<file path="config.mk">
export PLATFORM = sky130hd
export DESIGN_NAME = eight_channel_pwm_timer
export DESIGN_NICKNAME = d
export VERILOG_FILES = /design/src/hdl/pwm_pkg.sv /design/src/hdl/pwm_cfg_if.sv /design/src/hdl/pwm_pair.sv /design/src/hdl/pwm_regs.sv /design/src/hdl/eight_channel_pwm_timer.sv
export VERILOG_INCLUDE_DIRS = /design/src /design/src/hdl
export SDC_FILE = /design/constraint.sdc
export NUM_CORES = 1
export LEC_CHECK = 0
export BUFFER_PORTS_ARGS = -buffer_cell sky130_fd_sc_hd__buf_2
export CORE_MARGIN = 2
export CORE_UTILIZATION = 45
export DETAILED_ROUTE_END_ITERATION = 8
export PLACE_DENSITY_LB_ADDON = 0.1
export SLEW_MARGIN = 20
export SYNTH_ARGS = -nofsm -noshare
export SYNTH_HDL_FRONTEND = slang
export SYNTH_HIERARCHICAL = 1
export SYNTH_SLANG_ARGS = --single-unit
</file>
<file path="constraint.sdc">
create_clock -name core_clk -period 2.83 [get_ports core_clk]
set_input_delay 0 -clock core_clk [delete_from_list [all_inputs] [get_ports core_clk]]
set_output_delay 0 -clock core_clk [all_outputs]
set_load 0.03 [all_outputs]
</file>
<file path="src/hdl/pwm_defs.svh">
// register offsets, address width and reset values for the pwm timer
`ifndef PWM_DEFS_SVH
`define PWM_DEFS_SVH
`define PWM_ADDR_W 6
`define PWM_REG_ENABLE 6'h00
`define PWM_REG_POLARITY 6'h01
`define PWM_REG_ALIGN 6'h02
`define PWM_REG_PCM 6'h03
`define PWM_REG_JOIN 6'h04
`define PWM_REG_PERIOD0 6'h08
`define PWM_REG_DUTY0 6'h10
`define PWM_REG_COUNT0 6'h18
`define PWM_REG_PINS 6'h20
`define PWM_PERIOD_RST 8'hFF
`define PWM_DUTY_RST 8'h00
`define PWM_CTRL_RST 8'h00
`define PWM_JOIN_RST 4'h0
`endif

</file>
<file path="src/hdl/pwm_pkg.sv">
// types shared by the pwm timer modules
package pwm_pkg;
   typedef logic [7:0] byte_t;
   typedef logic [15:0] word_t;
   typedef enum logic [1:0] {
      dir_up,
      dir_down
   } dir_t;
endpackage : pwm_pkg

</file>
<file path="src/hdl/pwm_cfg_if.sv">
// channel configuration bundle between register file and channel cores
`timescale 1ns/100ps
`default_nettype none
interface pwm_cfg_if;
   logic [7:0] enable;
   logic [7:0] polarity;
   logic [7:0] align;
   logic [7:0] pcm;
   logic [3:0] join_pair;
   pwm_pkg::byte_t period [8];
   pwm_pkg::byte_t duty [8];
   modport regs (output enable, polarity, align, pcm, join_pair, period, duty);
   modport core (input enable, polarity, align, pcm, join_pair, period, duty);
endinterface : pwm_cfg_if
`default_nettype wire

</file>
<file path="src/hdl/pwm_pair.sv">
// one channel pair: two 8-bit channels or one joined 16-bit channel
//
// Chosen here: the address-and-strobe port and the register offsets.
`timescale 1ns/100ps
`default_nettype none
module pwm_pair (
   input wire logic core_clk,
   input wire logic rstn,
   input wire logic joined,
   input wire logic [1:0] enable,
   input wire logic [1:0] polarity,
   input wire logic [1:0] align,
   input wire logic [1:0] pcm,
   input wire logic [15:0] period_in,
   input wire logic [15:0] duty_in,
   output logic [1:0] wave,
   output logic [15:0] count_out
);
   // low byte: even channel, high byte: odd channel
   pwm_pkg::word_t cnt;
   pwm_pkg::word_t next_cnt;
   pwm_pkg::word_t per_act;
   pwm_pkg::word_t next_per_act;
   pwm_pkg::word_t duty_act;
   pwm_pkg::word_t next_duty_act;
   pwm_pkg::word_t acc;
   pwm_pkg::word_t next_acc;
   logic [1:0] dir;
   logic [1:0] next_dir;
   logic [1:0] next_wave;

   // one step of a channel counter; returns {boundary, new count}
   function automatic logic [16:0] step(input logic [15:0] c, input logic [15:0] p,
                                        input logic ctr, input logic down);
      logic [15:0] n;
      logic b;
      n = c;
      b = 1'b0;
      if (!ctr) begin
         if (c >= p) begin // see (RULE9)
            n = 16'h0000;
            b = 1'b1;
         end else begin
            n = c + 16'h0001;
         end
      end else if (down) begin
         if (c == 16'h0000) begin
            n = (p == 16'h0000) ? 16'h0000 : 16'h0001;
            b = 1'b1;
         end else begin
            n = c - 16'h0001;
         end
      end else begin
         n = (c >= p) ? c - ((c == 16'h0000) ? 16'h0000 : 16'h0001) : c + 16'h0001;
      end
      return {b, n};
   endfunction : step

   // output level before polarity; compares against the latched values
   function automatic logic level(input logic [15:0] c, input logic [15:0] d,
                                  input logic [15:0] p, input logic ctr);
      if (d > p) begin
         return 1'b1; // see (RULE3)
      end
      return ctr ? (c < d) : (c < d); // see (RULE6)
   endfunction : level

   logic [16:0] s0;
   logic [16:0] s1;
   logic [16:0] sw;
   logic [16:0] sum_lo;
   logic [16:0] sum_hi;
   logic [16:0] sum_w;
   logic [1:0] raw;

   always_comb begin
      next_cnt = cnt;
      next_per_act = per_act;
      next_duty_act = duty_act;
      next_acc = acc;
      next_dir = dir;
      raw = 2'b00;
      s0 = step({8'h00, cnt[7:0]}, {8'h00, per_act[7:0]}, align[0], dir[0]);
      s1 = step({8'h00, cnt[15:8]}, {8'h00, per_act[15:8]}, align[1], dir[1]);
      sw = step(cnt, per_act, align[1], dir[1]);
      sum_lo = {9'h000, acc[7:0]} + {9'h000, duty_act[7:0]};
      sum_hi = {9'h000, acc[15:8]} + {9'h000, duty_act[15:8]};
      sum_w = {1'b0, acc} + {1'b0, duty_act};
      if (joined) begin // see (RULE7)
         // odd channel's settings govern the joined channel
         if (enable[1]) begin
            next_cnt = sw[15:0];
            if (align[1] && (cnt >= per_act) && !dir[1]) begin
               next_dir[1] = 1'b1;
            end
            if (sw[16]) begin // see (RULE10)
               next_per_act = period_in;
               next_duty_act = duty_in;
               next_dir[1] = 1'b0;
            end
            if (pcm[1]) begin // see (RULE4)
               next_acc = sum_w[15:0];
               raw[1] = sum_w[16];
            end else begin
               raw[1] = level(cnt, duty_act, per_act, align[1]);
            end
         end else begin
            next_cnt = 16'h0000;
            next_dir = 2'b00;
            next_per_act = period_in;
            next_duty_act = duty_in;
         end
      end else begin
         // independent 8-bit channels, each with its own counter
         if (enable[0]) begin // see (RULE2)
            next_cnt[7:0] = s0[7:0];
            if (align[0] && (cnt[7:0] >= per_act[7:0]) && !dir[0]) begin
               next_dir[0] = 1'b1;
            end
            if (s0[16]) begin // see (RULE10)
               next_per_act[7:0] = period_in[7:0];
               next_duty_act[7:0] = duty_in[7:0];
               next_dir[0] = 1'b0;
            end
            if (pcm[0]) begin // see (RULE4)
               next_acc[7:0] = sum_lo[7:0];
               raw[0] = sum_lo[8];
            end else begin
               raw[0] = level({8'h00, cnt[7:0]}, {8'h00, duty_act[7:0]},
                              {8'h00, per_act[7:0]}, align[0]);
            end
         end else begin
            next_cnt[7:0] = 8'h00;
            next_dir[0] = 1'b0;
            next_per_act[7:0] = period_in[7:0];
            next_duty_act[7:0] = duty_in[7:0];
         end
         if (enable[1]) begin
            next_cnt[15:8] = s1[7:0];
            if (align[1] && (cnt[15:8] >= per_act[15:8]) && !dir[1]) begin
               next_dir[1] = 1'b1;
            end
            if (s1[16]) begin
               next_per_act[15:8] = period_in[15:8];
               next_duty_act[15:8] = duty_in[15:8];
               next_dir[1] = 1'b0;
            end
            if (pcm[1]) begin
               next_acc[15:8] = sum_hi[7:0];
               raw[1] = sum_hi[8];
            end else begin
               raw[1] = level({8'h00, cnt[15:8]}, {8'h00, duty_act[15:8]},
                              {8'h00, per_act[15:8]}, align[1]);
            end
         end else begin
            next_cnt[15:8] = 8'h00;
            next_dir[1] = 1'b0;
            next_per_act[15:8] = period_in[15:8];
            next_duty_act[15:8] = duty_in[15:8];
         end
      end
      // joined pair drives the same waveform on both pins
      if (joined) begin
         next_wave = {2{raw[1] ^ polarity[1]}}; // see (RULE5)
      end else begin
         next_wave = raw ^ polarity; // see (RULE5)
      end
   end

   always_ff @(posedge core_clk or negedge rstn) begin
      if (!rstn) begin
         cnt <= 16'h0000;
         per_act <= 16'hFFFF;
         duty_act <= 16'h0000;
         acc <= 16'h0000;
         dir <= 2'b00;
         wave <= 2'b00;
         count_out <= 16'h0000;
      end else begin
         cnt <= next_cnt;
         per_act <= next_per_act;
         duty_act <= next_duty_act;
         acc <= next_acc;
         dir <= next_dir;
         wave <= next_wave;
         count_out <= next_cnt;
      end
   end
endmodule : pwm_pair
`default_nettype wire

</file>
<file path="src/hdl/pwm_regs.sv">
// register file of the pwm timer on the plain strobe port
`timescale 1ns/100ps
`include "pwm_defs.svh"
`default_nettype none
module pwm_regs (
   input wire logic core_clk,
   input wire logic rstn,
   input wire logic [5:0] addr,
   input wire logic [7:0] wdata,
   input wire logic wr,
   input wire logic rd,
   input wire logic [63:0] counts,
   input wire logic [7:0] pins,
   pwm_cfg_if.regs cfg,
   output logic [7:0] rdata
);
   logic [7:0] next_rdata;
   pwm_pkg::byte_t per_r [8];
   pwm_pkg::byte_t duty_r [8];
   logic [7:0] en_r;
   logic [7:0] pol_r;
   logic [7:0] al_r;
   logic [7:0] pcm_r;
   logic [3:0] join_r;

   always_comb begin
      next_rdata = 8'h00;
      if (rd) begin
         case (addr)
            `PWM_REG_ENABLE: next_rdata = en_r;
            `PWM_REG_POLARITY: next_rdata = pol_r;
            `PWM_REG_ALIGN: next_rdata = al_r;
            `PWM_REG_PCM: next_rdata = pcm_r;
            `PWM_REG_JOIN: next_rdata = {4'h0, join_r};
            `PWM_REG_PINS: next_rdata = pins;
            default: begin
               if (addr[5:3] == 3'd1) next_rdata = per_r[addr[2:0]];
               else if (addr[5:3] == 3'd2) next_rdata = duty_r[addr[2:0]];
               else if (addr[5:3] == 3'd3) next_rdata = counts[addr[2:0]*8 +: 8];
               else next_rdata = 8'h00;
            end
         endcase
      end
   end

   always_ff @(posedge core_clk or negedge rstn) begin
      if (!rstn) begin
         en_r <= `PWM_CTRL_RST;
         pol_r <= `PWM_CTRL_RST;
         al_r <= `PWM_CTRL_RST;
         pcm_r <= `PWM_CTRL_RST;
         join_r <= `PWM_JOIN_RST;
         for (int i = 0; i < 8; i++) begin
            per_r[i] <= `PWM_PERIOD_RST;
            duty_r[i] <= `PWM_DUTY_RST;
         end
         rdata <= 8'h00;
      end else begin
         rdata <= next_rdata;
         if (wr) begin
            case (addr)
               `PWM_REG_ENABLE: en_r <= wdata;
               `PWM_REG_POLARITY: pol_r <= wdata;
               `PWM_REG_ALIGN: al_r <= wdata;
               `PWM_REG_PCM: pcm_r <= wdata;
               `PWM_REG_JOIN: join_r <= wdata[3:0]; // see (RULE8)
               default: begin
                  if (addr[5:3] == 3'd1) per_r[addr[2:0]] <= wdata;
                  else if (addr[5:3] == 3'd2) duty_r[addr[2:0]] <= wdata;
               end
            endcase
         end
      end
   end

   assign cfg.enable = en_r;
   assign cfg.polarity = pol_r;
   assign cfg.align = al_r;
   assign cfg.pcm = pcm_r;
   assign cfg.join_pair = join_r;
   assign cfg.period = per_r;
   assign cfg.duty = duty_r;
endmodule : pwm_regs
`default_nettype wire

</file>
<file path="src/hdl/eight_channel_pwm_timer.sv">
// top of the eight channel pwm timer
`timescale 1ns/100ps
`default_nettype none
// Functional notes
// (RULE1) there are eight channels with 8-bit period and duty each.
// (RULE2) each channel has its own counter, period and duty and runs alone.
// (RULE3) duty can be set anywhere from always low to always high. Always high needs duty above period, so not at period 255.
// (RULE4) a per channel pcm mode replaces the pulse waveform.
// (RULE5) each output level can be inverted per channel.
// (RULE6) each channel is left aligned or center aligned.
// (RULE7) pairs 7/6, 5/4, 3/2, 1/0 can be joined into 16-bit channels.
// (RULE8) joining is chosen per pair, any mix from 8/0 to 0/4.
// (RULE9) left aligned counts up and wraps at period; center counts up then down.
// (RULE10) new period and duty take effect only at the next period boundary.
module eight_channel_pwm_timer (
   input wire logic core_clk,
   input wire logic rstn,
   input wire logic [5:0] addr,
   input wire logic [7:0] wdata,
   input wire logic wr,
   input wire logic rd,
   output logic [7:0] rdata,
   output logic [7:0] pwm_out
);
   pwm_cfg_if cfg ();
   logic [63:0] counts;
   logic [7:0] wave;

   pwm_regs u_regs (
      .core_clk(core_clk),
      .rstn(rstn),
      .addr(addr),
      .wdata(wdata),
      .wr(wr),
      .rd(rd),
      .counts(counts),
      .pins(pwm_out),
      .cfg(cfg),
      .rdata(rdata)
   );

   // eight channels as four pair cores
   for (genvar g = 0; g < 4; g++) begin : g_pair // see (RULE1)
      pwm_pair u_pair (
         .core_clk(core_clk),
         .rstn(rstn),
         .joined(cfg.join_pair[g]),
         .enable(cfg.enable[2*g +: 2]),
         .polarity(cfg.polarity[2*g +: 2]),
         .align(cfg.align[2*g +: 2]),
         .pcm(cfg.pcm[2*g +: 2]),
         .period_in({cfg.period[2*g+1], cfg.period[2*g]}),
         .duty_in({cfg.duty[2*g+1], cfg.duty[2*g]}),
         .wave(wave[2*g +: 2]),
         .count_out(counts[16*g +: 16])
      );
   end

   // wave is already registered in the pair; pwm_out is a plain wire copy of that flop
   assign pwm_out = wave;
endmodule : eight_channel_pwm_timer
`default_nettype wire

</file>
## Word level (Yosys, flattened, before mapping)

Index checks and enable logic that the tools add are counted.

| word-level totals | value |
|---|---|
| register bits | 444 |
| bits in latches | 0 |
| RAM bits | 0 |
| memory bits (read-only) | 0 |
| logic and storage cells | 709 |
| memories | 0 |

| operators by class | value |
|---|---|
| add/sub/neg operators | 48 |
| $mul | 0 |
| div/mod/pow operators | 0 |
| magnitude comparators | 46 |
| eq/ne operators | 44 |
| shift operators | 1 |
| mux-type cells | 399 |
| bitwise gates (word level) | 11 |
| reductions and logical operators | 98 |

Operators with widths:

| operator | count |
|---|---|
| 16-bit two-way mux | 64 |
| 8-bit two-way mux | 105 |
| 1-bit two-way mux | 216 |
| 64-bit bitwise mux | 2 |
| 8-bit >= comparator | 16 |
| 16-bit zero test | 8 |
| 8-bit zero test | 16 |
| 8-bit by 8-bit adder with 9-bit output | 8 |
| 16-bit by 16-bit adder with 17-bit output | 4 |
| 16-bit by 1-bit adder with 16-bit output, second input constant | 4 |
| 8-bit by 1-bit adder with 8-bit output, second input constant | 8 |
| 16-bit >= comparator | 4 |
| 16-bit > comparator | 4 |
| 8-bit > comparator | 8 |
| 16-bit less-than comparator | 4 |
| 8-bit less-than comparator | 8 |
| 64-bit by 7-bit variable part select with 8-bit output | 1 |
| 16-bit by 1-bit subtractor with 16-bit output, second input constant | 4 |
| 16-bit subtractor | 4 |
| 8-bit by 1-bit subtractor with 8-bit output, second input constant | 8 |
| 8-bit subtractor | 8 |
| 2-bit AND reduction | 25 |
| 8-bit binary-select mux with 3-bit select | 2 |
| 4-bit by 2-bit != test with 1-bit output, second input constant | 12 |
| other kinds (25) | 104 |

## Depth between registers and ports, before layout

| depth | value |
|---|---|
| depth after elaboration | 11 |
| mapped depth | 15 |

## Modules after synthesis

Netlist, hierarchy kept.

Modules (own cells, without submodules):

| module | times used | cells each | area each (sq um) |
|---|---|---|---|
| pwm_regs | 1 | 669 | 8919.8 |
| pwm_pair (g_pair[0].u_pair) | 1 | 813 | 6789.0 |
| pwm_pair (g_pair[3].u_pair) | 1 | 798 | 6789.0 |
| pwm_pair (g_pair[1].u_pair) | 1 | 816 | 6746.5 |
| pwm_pair (g_pair[2].u_pair) | 1 | 785 | 6662.6 |

## Worst setup path before layout

Ideal clock, no wire load.

| timing | value |
|---|---|
| path type | register to register |
| start point | register g_pair[0].u_pair.cnt[8] |
| end point | register g_pair[0].u_pair.cnt[10] |
| library setup time | 0.065 ns |
| data arrival time | 2.948 ns |
| path slack | -0.182 ns |
| cell stages (with the launch flop) | 15 |
| buffers on the path | 2 |
| clock period less this slack | 3.012 ns |
| cell sequence | dfrtp_1 clkbuf_1 inv_1 ha_1 nand4b_2 or2_1 buf_6 ha_1 ha_1 nand3_1 nand2_1 o31ai_1 a21oi_1 o311ai_0 a31o_2 |

| on the way | value |
|---|---|
| longest elaborated chain between the ends | 8 |
| elaborated cells between the ends (all ways) | 25 |

Ends and longest elaborated chain:

| what | line | source |
|---|---|---|
| start: declaration | pwm_pair.sv:20 | `pwm_pkg::word_t cnt;` |
| start signal: assignment | pwm_pair.sv:180 | `cnt <= next_cnt;` |
| 16-bit zero test / 8-bit zero test (equally long branches) | pwm_pair.sv:47, pwm_pair.sv:54 |  |
| 1-bit two-way mux | pwm_pair.sv:54 | `n = (c >= p) ? c - ((c == 16'h0000) ? 16'h0000 : 16'h0001) : c + 16'h0001;` |
| 16-bit subtractor / 8-bit subtractor (equally long branches) | pwm_pair.sv:54 |  |
| 16-bit two-way mux / 8-bit two-way mux (equally long branches) | pwm_pair.sv:54 |  |
| 16-bit two-way mux / 8-bit two-way mux (equally long branches) | pwm_pair.sv:46 | `end else if (down) begin` |
| 16-bit two-way mux / 8-bit two-way mux (equally long branches) | pwm_pair.sv:39 | `if (!ctr) begin` |
| 16-bit two-way mux / 8-bit two-way mux (equally long branches) | pwm_pair.sv:91, pwm_pair.sv:138 |  |
| 16-bit two-way mux * | pwm_pair.sv:89 | `if (joined) begin` |
| net g_pair[0].u_pair.next_cnt[10] | pwm_pair.sv:21 | `pwm_pkg::word_t next_cnt;` |

The timed path passes the listed nets; every way through them passes the cells marked *.
A chain may end at the register's enable or synchronous reset.

## Worst setup path after layout

| timing | value |
|---|---|
| start point | register g_pair[3].u_pair.per_act[1] |
| end point | register g_pair[3].u_pair.cnt[15] |

| on the way | value |
|---|---|
| longest elaborated chain between the ends | 6 |
| elaborated cells between the ends (all ways) | 7 |

Ends and longest elaborated chain:

| what | line | source |
|---|---|---|
| start: declaration | pwm_pair.sv:22 | `pwm_pkg::word_t per_act;` |
| start signal: assignment | pwm_pair.sv:181 | `per_act <= next_per_act;` |
| 16-bit >= comparator * | pwm_pair.sv:40, pwm_pair.sv:54 |  |
| 16-bit two-way mux | pwm_pair.sv:54 |  |
| 16-bit two-way mux | pwm_pair.sv:46 |  |
| 16-bit two-way mux * | pwm_pair.sv:39 |  |
| 16-bit two-way mux * | pwm_pair.sv:91 | `if (enable[1]) begin` |
| 16-bit two-way mux * | pwm_pair.sv:89 |  |
| net g_pair[3].u_pair.next_cnt[15] | pwm_pair.sv:21 |  |
| end signal: assignment | pwm_pair.sv:180 |  |
| end: declaration | pwm_pair.sv:20 |  |

Marked as above.

==> flow_summary.json <==
{
  "die_area_mm2": 0.0821,
  "synth_nets": 4219,
  "status": "finished, violations left",
  "cts.sink_count": 444,
  "wirelength_mm": 130,
  "syn-instance-count": 3881,
  "die_w_um": 286,
  "drt_iter0_drc": 3208,
  "irDropWorstVdd_uv": 504,
  "layout-drive-gt1-share": 0.304,
  "numCtsBuffers": 55,
  "cts_tree": "yes",
  "violations": "negative setup slack",
  "hold_violations": 0,
  "yosysTopAreaCell": "dfrtp_1",
  "dp_hpwl_mm": 98.0,
  "dpl_worst_slack_ps": -132,
  "ys_types": 124,
  "dp.cells": 5218,
  "slew_violations": 0,
  "pwr_density_cell_mw_per_mm2": 777,
  "synth_area_leaders": "dfrtp_1, ha_1, dfstp_2",
  "num_vias": 32943,
  "postRouteAntennaNets": 0,
  "ys_seq_elements": 444,
  "skew_ps": 15.9,
  "worstSetupPathType": "register to register",
  "core_area_mm2": 0.0790,
  "wl_per_cell_um": 24.2,
  "ys_top_cells_by_count": "nand2_1, dfrtp_1, ha_1, mux2_2, nor2_1",
  "tightestPinTransition_ps": 762,
  "synth_area_mm2": 0.0359,
  "place_congestion": 0.975,
  "synth_enable_flop_cells": 0,
  "rsz0062_at_grt": "true",
  "leakage_nw": 19.3,
  "ys_warn_count": 6,
  "start_util": 0.455,
  "grt_pass1_wl_mm": 195,
  "io_pins": 34,
  "setup_viol": 25,
  "htree_levels": 2,
  "startpoint_type": "register",
  "grt_pass1_vias": 31177,
  "grt_max_degree": 76,
  "period_share": 1.02,
  "crit_fanout": 4,
  "cp.required_ps": 3400,
  "rows": 103,
  "grt.total_usage": 0.309,
  "vias_per_cell": 6.13,
  "worst_hold_path_type": "primary input to register",
  "syn2layout_area_growth_pct": 21.1,
  "fp.dieH_um": 286,
  "nNetsFinal": 4614,
  "io_buffers": 33,
  "postSynth.asyncResetShare": 1.00,
  "postPlaceCellArea_mm2": 0.0400,
  "cp.arrival_ps": 3450,
  "path_clk_slew_ps": 70,
  "antenna_found_initial": 4,
  "cts.path.max_buffers": 3,
  "firstDrtPassIters": 5,
  "setup_tns_ps": -694,
  "drc": 0,
  "fin_area_mm2": 0.0435,
  "yosysSeqAreaShare": 0.314,
  "maxCapViolations": 0,
  "fin_util": 0.551,
  "synth_most_common_cell": "nand2_1",
  "cts_root_buffer": "clkbuf_16",
  "ys.flop_type": "dfrtp_1",
  "relSlewSlack": 0.489,
  "stdcell_count": 5378,
  "yosysTopAreaCellShare": 0.220,
  "grt-ovfl-total": 0,
  "syn_area_per_cell_um2": 9.25,
  "setup_ws_ps": -43.2,
  "cp-end-kind": "register",
  "clk_latency_ps": 630,
  "min_period_ps": 2870,
  "fmax_mhz": 348
}
==> registers in the layout (all words and copies together) (netlist names), 64 cells and up <==
signal and count:
g_pair.u_pair/acc 64, g_pair.u_pair/cnt 64, g_pair.u_pair/duty_act 64, g_pair.u_pair/per_act 64, u_regs/cfg.duty 64, u_regs/cfg.period 64
==> cell usage in the layout, fill, tap and decap left out, drive strengths merged, types with 21 or more instances in the layout <==
| master | instances |
|---|---|
| buf | 510 |
| a32oi | 24 |
| nor3 | 102 |
| clkbuf | 72 |
| xor2 | 78 |
| dfstp | 128 |
| o21a | 44 |
| dfrtp | 316 |
| a211oi | 26 |
| o221ai | 39 |
| a21o | 45 |
| mux2i | 34 |
| or3 | 21 |
| inv | 200 |
| nor4 | 40 |
| nand3 | 96 |
| mux2 | 291 |
| nand2b | 49 |
| nand4 | 42 |
| nor2 | 252 |
| a221oi | 26 |
| and3 | 34 |
| a31oi | 40 |
| and2 | 43 |
| xnor2 | 78 |
| o211ai | 41 |
| o21ai | 235 |
| mux4 | 24 |
| a21oi | 240 |
| o31ai | 32 |
| nand2 | 378 |
| nor2b | 41 |
| a22oi | 25 |
| ha | 312 |
| o22ai | 70 |
==> metrics by stage <==
step | hold slack, ps | total power, W
3_3_place_gp | 49.1 | 0.0245
6_report | 28.2 | 0.0338
4_1_cts | 13.7 | 0.0324
5_1_grt | 17.3 | 0.0359
2_1_floorplan | -296 | 0.0187
3_5_place_dp | 50.5 | 0.0246
==> critical path, stage by stage (launching register included) <==
cell and delay (ps):
dfstp_2 540, inv_2 50, ha_4 140, or3_1 370, a211o_1 280, a211oi_4 340
o21a_2 250, buf_6 120, nand2_4 50, buf_6 160, buf_12 120, o311ai_4 210
nand3_1 110, nand3_1 70
==> timing repair <==
| item | CTS | global route |
|---|---|---|
| setup endpoints to repair | 76 | 171 |
| hold buffers | 8 | 0 |
| pin swaps | 9 | 88 |
| buffers inserted | 10 | 31 |
| cloned | 1 | 3 |
| endpoints found under the hold margin | 352 | 0 |
| gates resized for setup | 25 | 226 |
==> area by class of cell <==
cell class,instances,area (um2)
Clock buffer,70,1530
Clock inverter,33,374
Tap cell,1050,1310
Fill cell,7251,35500
Inverter,198,743
Sequential cell,444,11300
Multi-Input combinational cell,3056,24000
Antenna cell,6,15.0
Timing Repair Buffer,521,4190
==> kinds of logic after synthesis <==
group                      synth area share
and+or+nand+nor                       0.164
adders and majority gates             0.113
buffers and inverters                0.0468
xor gates and xnor gates             0.0381
AOI/OAI and AO/OA                     0.205
muxes                                 0.119
DFF                                   0.314
==> path summary, 6_finish.rpt <==
check | start | to | slack (ps) | depth (start not counted)
min in group asynchronous | rstn | g_pair[0].u_pair/duty_act[7]$_DFFE_PN0P_ | 510 | 3
min | wdata[4] | u_regs/cfg.period[28]$_DFFE_PN1P_ | 30 | 2
max | g_pair[3].u_pair/per_act[1]$_DFFE_PN1P_ | g_pair[3].u_pair/cnt[15]$_DFF_PN0_ | -40 | 13
max reg2reg | g_pair[3].u_pair/per_act[1]$_DFFE_PN1P_ | g_pair[3].u_pair/cnt[15]$_DFF_PN0_ | -40 | 13
max in group asynchronous | rstn | g_pair[0].u_pair/cnt[1]$_DFF_PN0_ | 990 | 4
min reg2reg | u_regs/cfg.period[43]$_DFFE_PN1P_ | g_pair[1].u_pair/per_act[3]$_DFFE_PN1P_ | 480 | 2
==> power breakdown <==
part           leakage [nW]  total (W)  switching [W]  internal [W]
logic                  12.8     0.0173        0.00960       0.00771
clock network         0.894    0.00748        0.00310       0.00438
registers              5.56    0.00902        0.00139       0.00763
total                  19.3     0.0338         0.0141        0.0197
==> per-layer routing <==
metal  share of wire  up-vias  track usage  wire (um)
li1                -    15278            -          -
met1            0.45    16147        0.451      58900
met2            0.44     1270        0.478      57900
met3           0.071      246       0.0368       9240
met4           0.032        2       0.0949       4180
met5        0.000054        -            0          7
No activity file was read; power rests on OpenSTA's default activity.
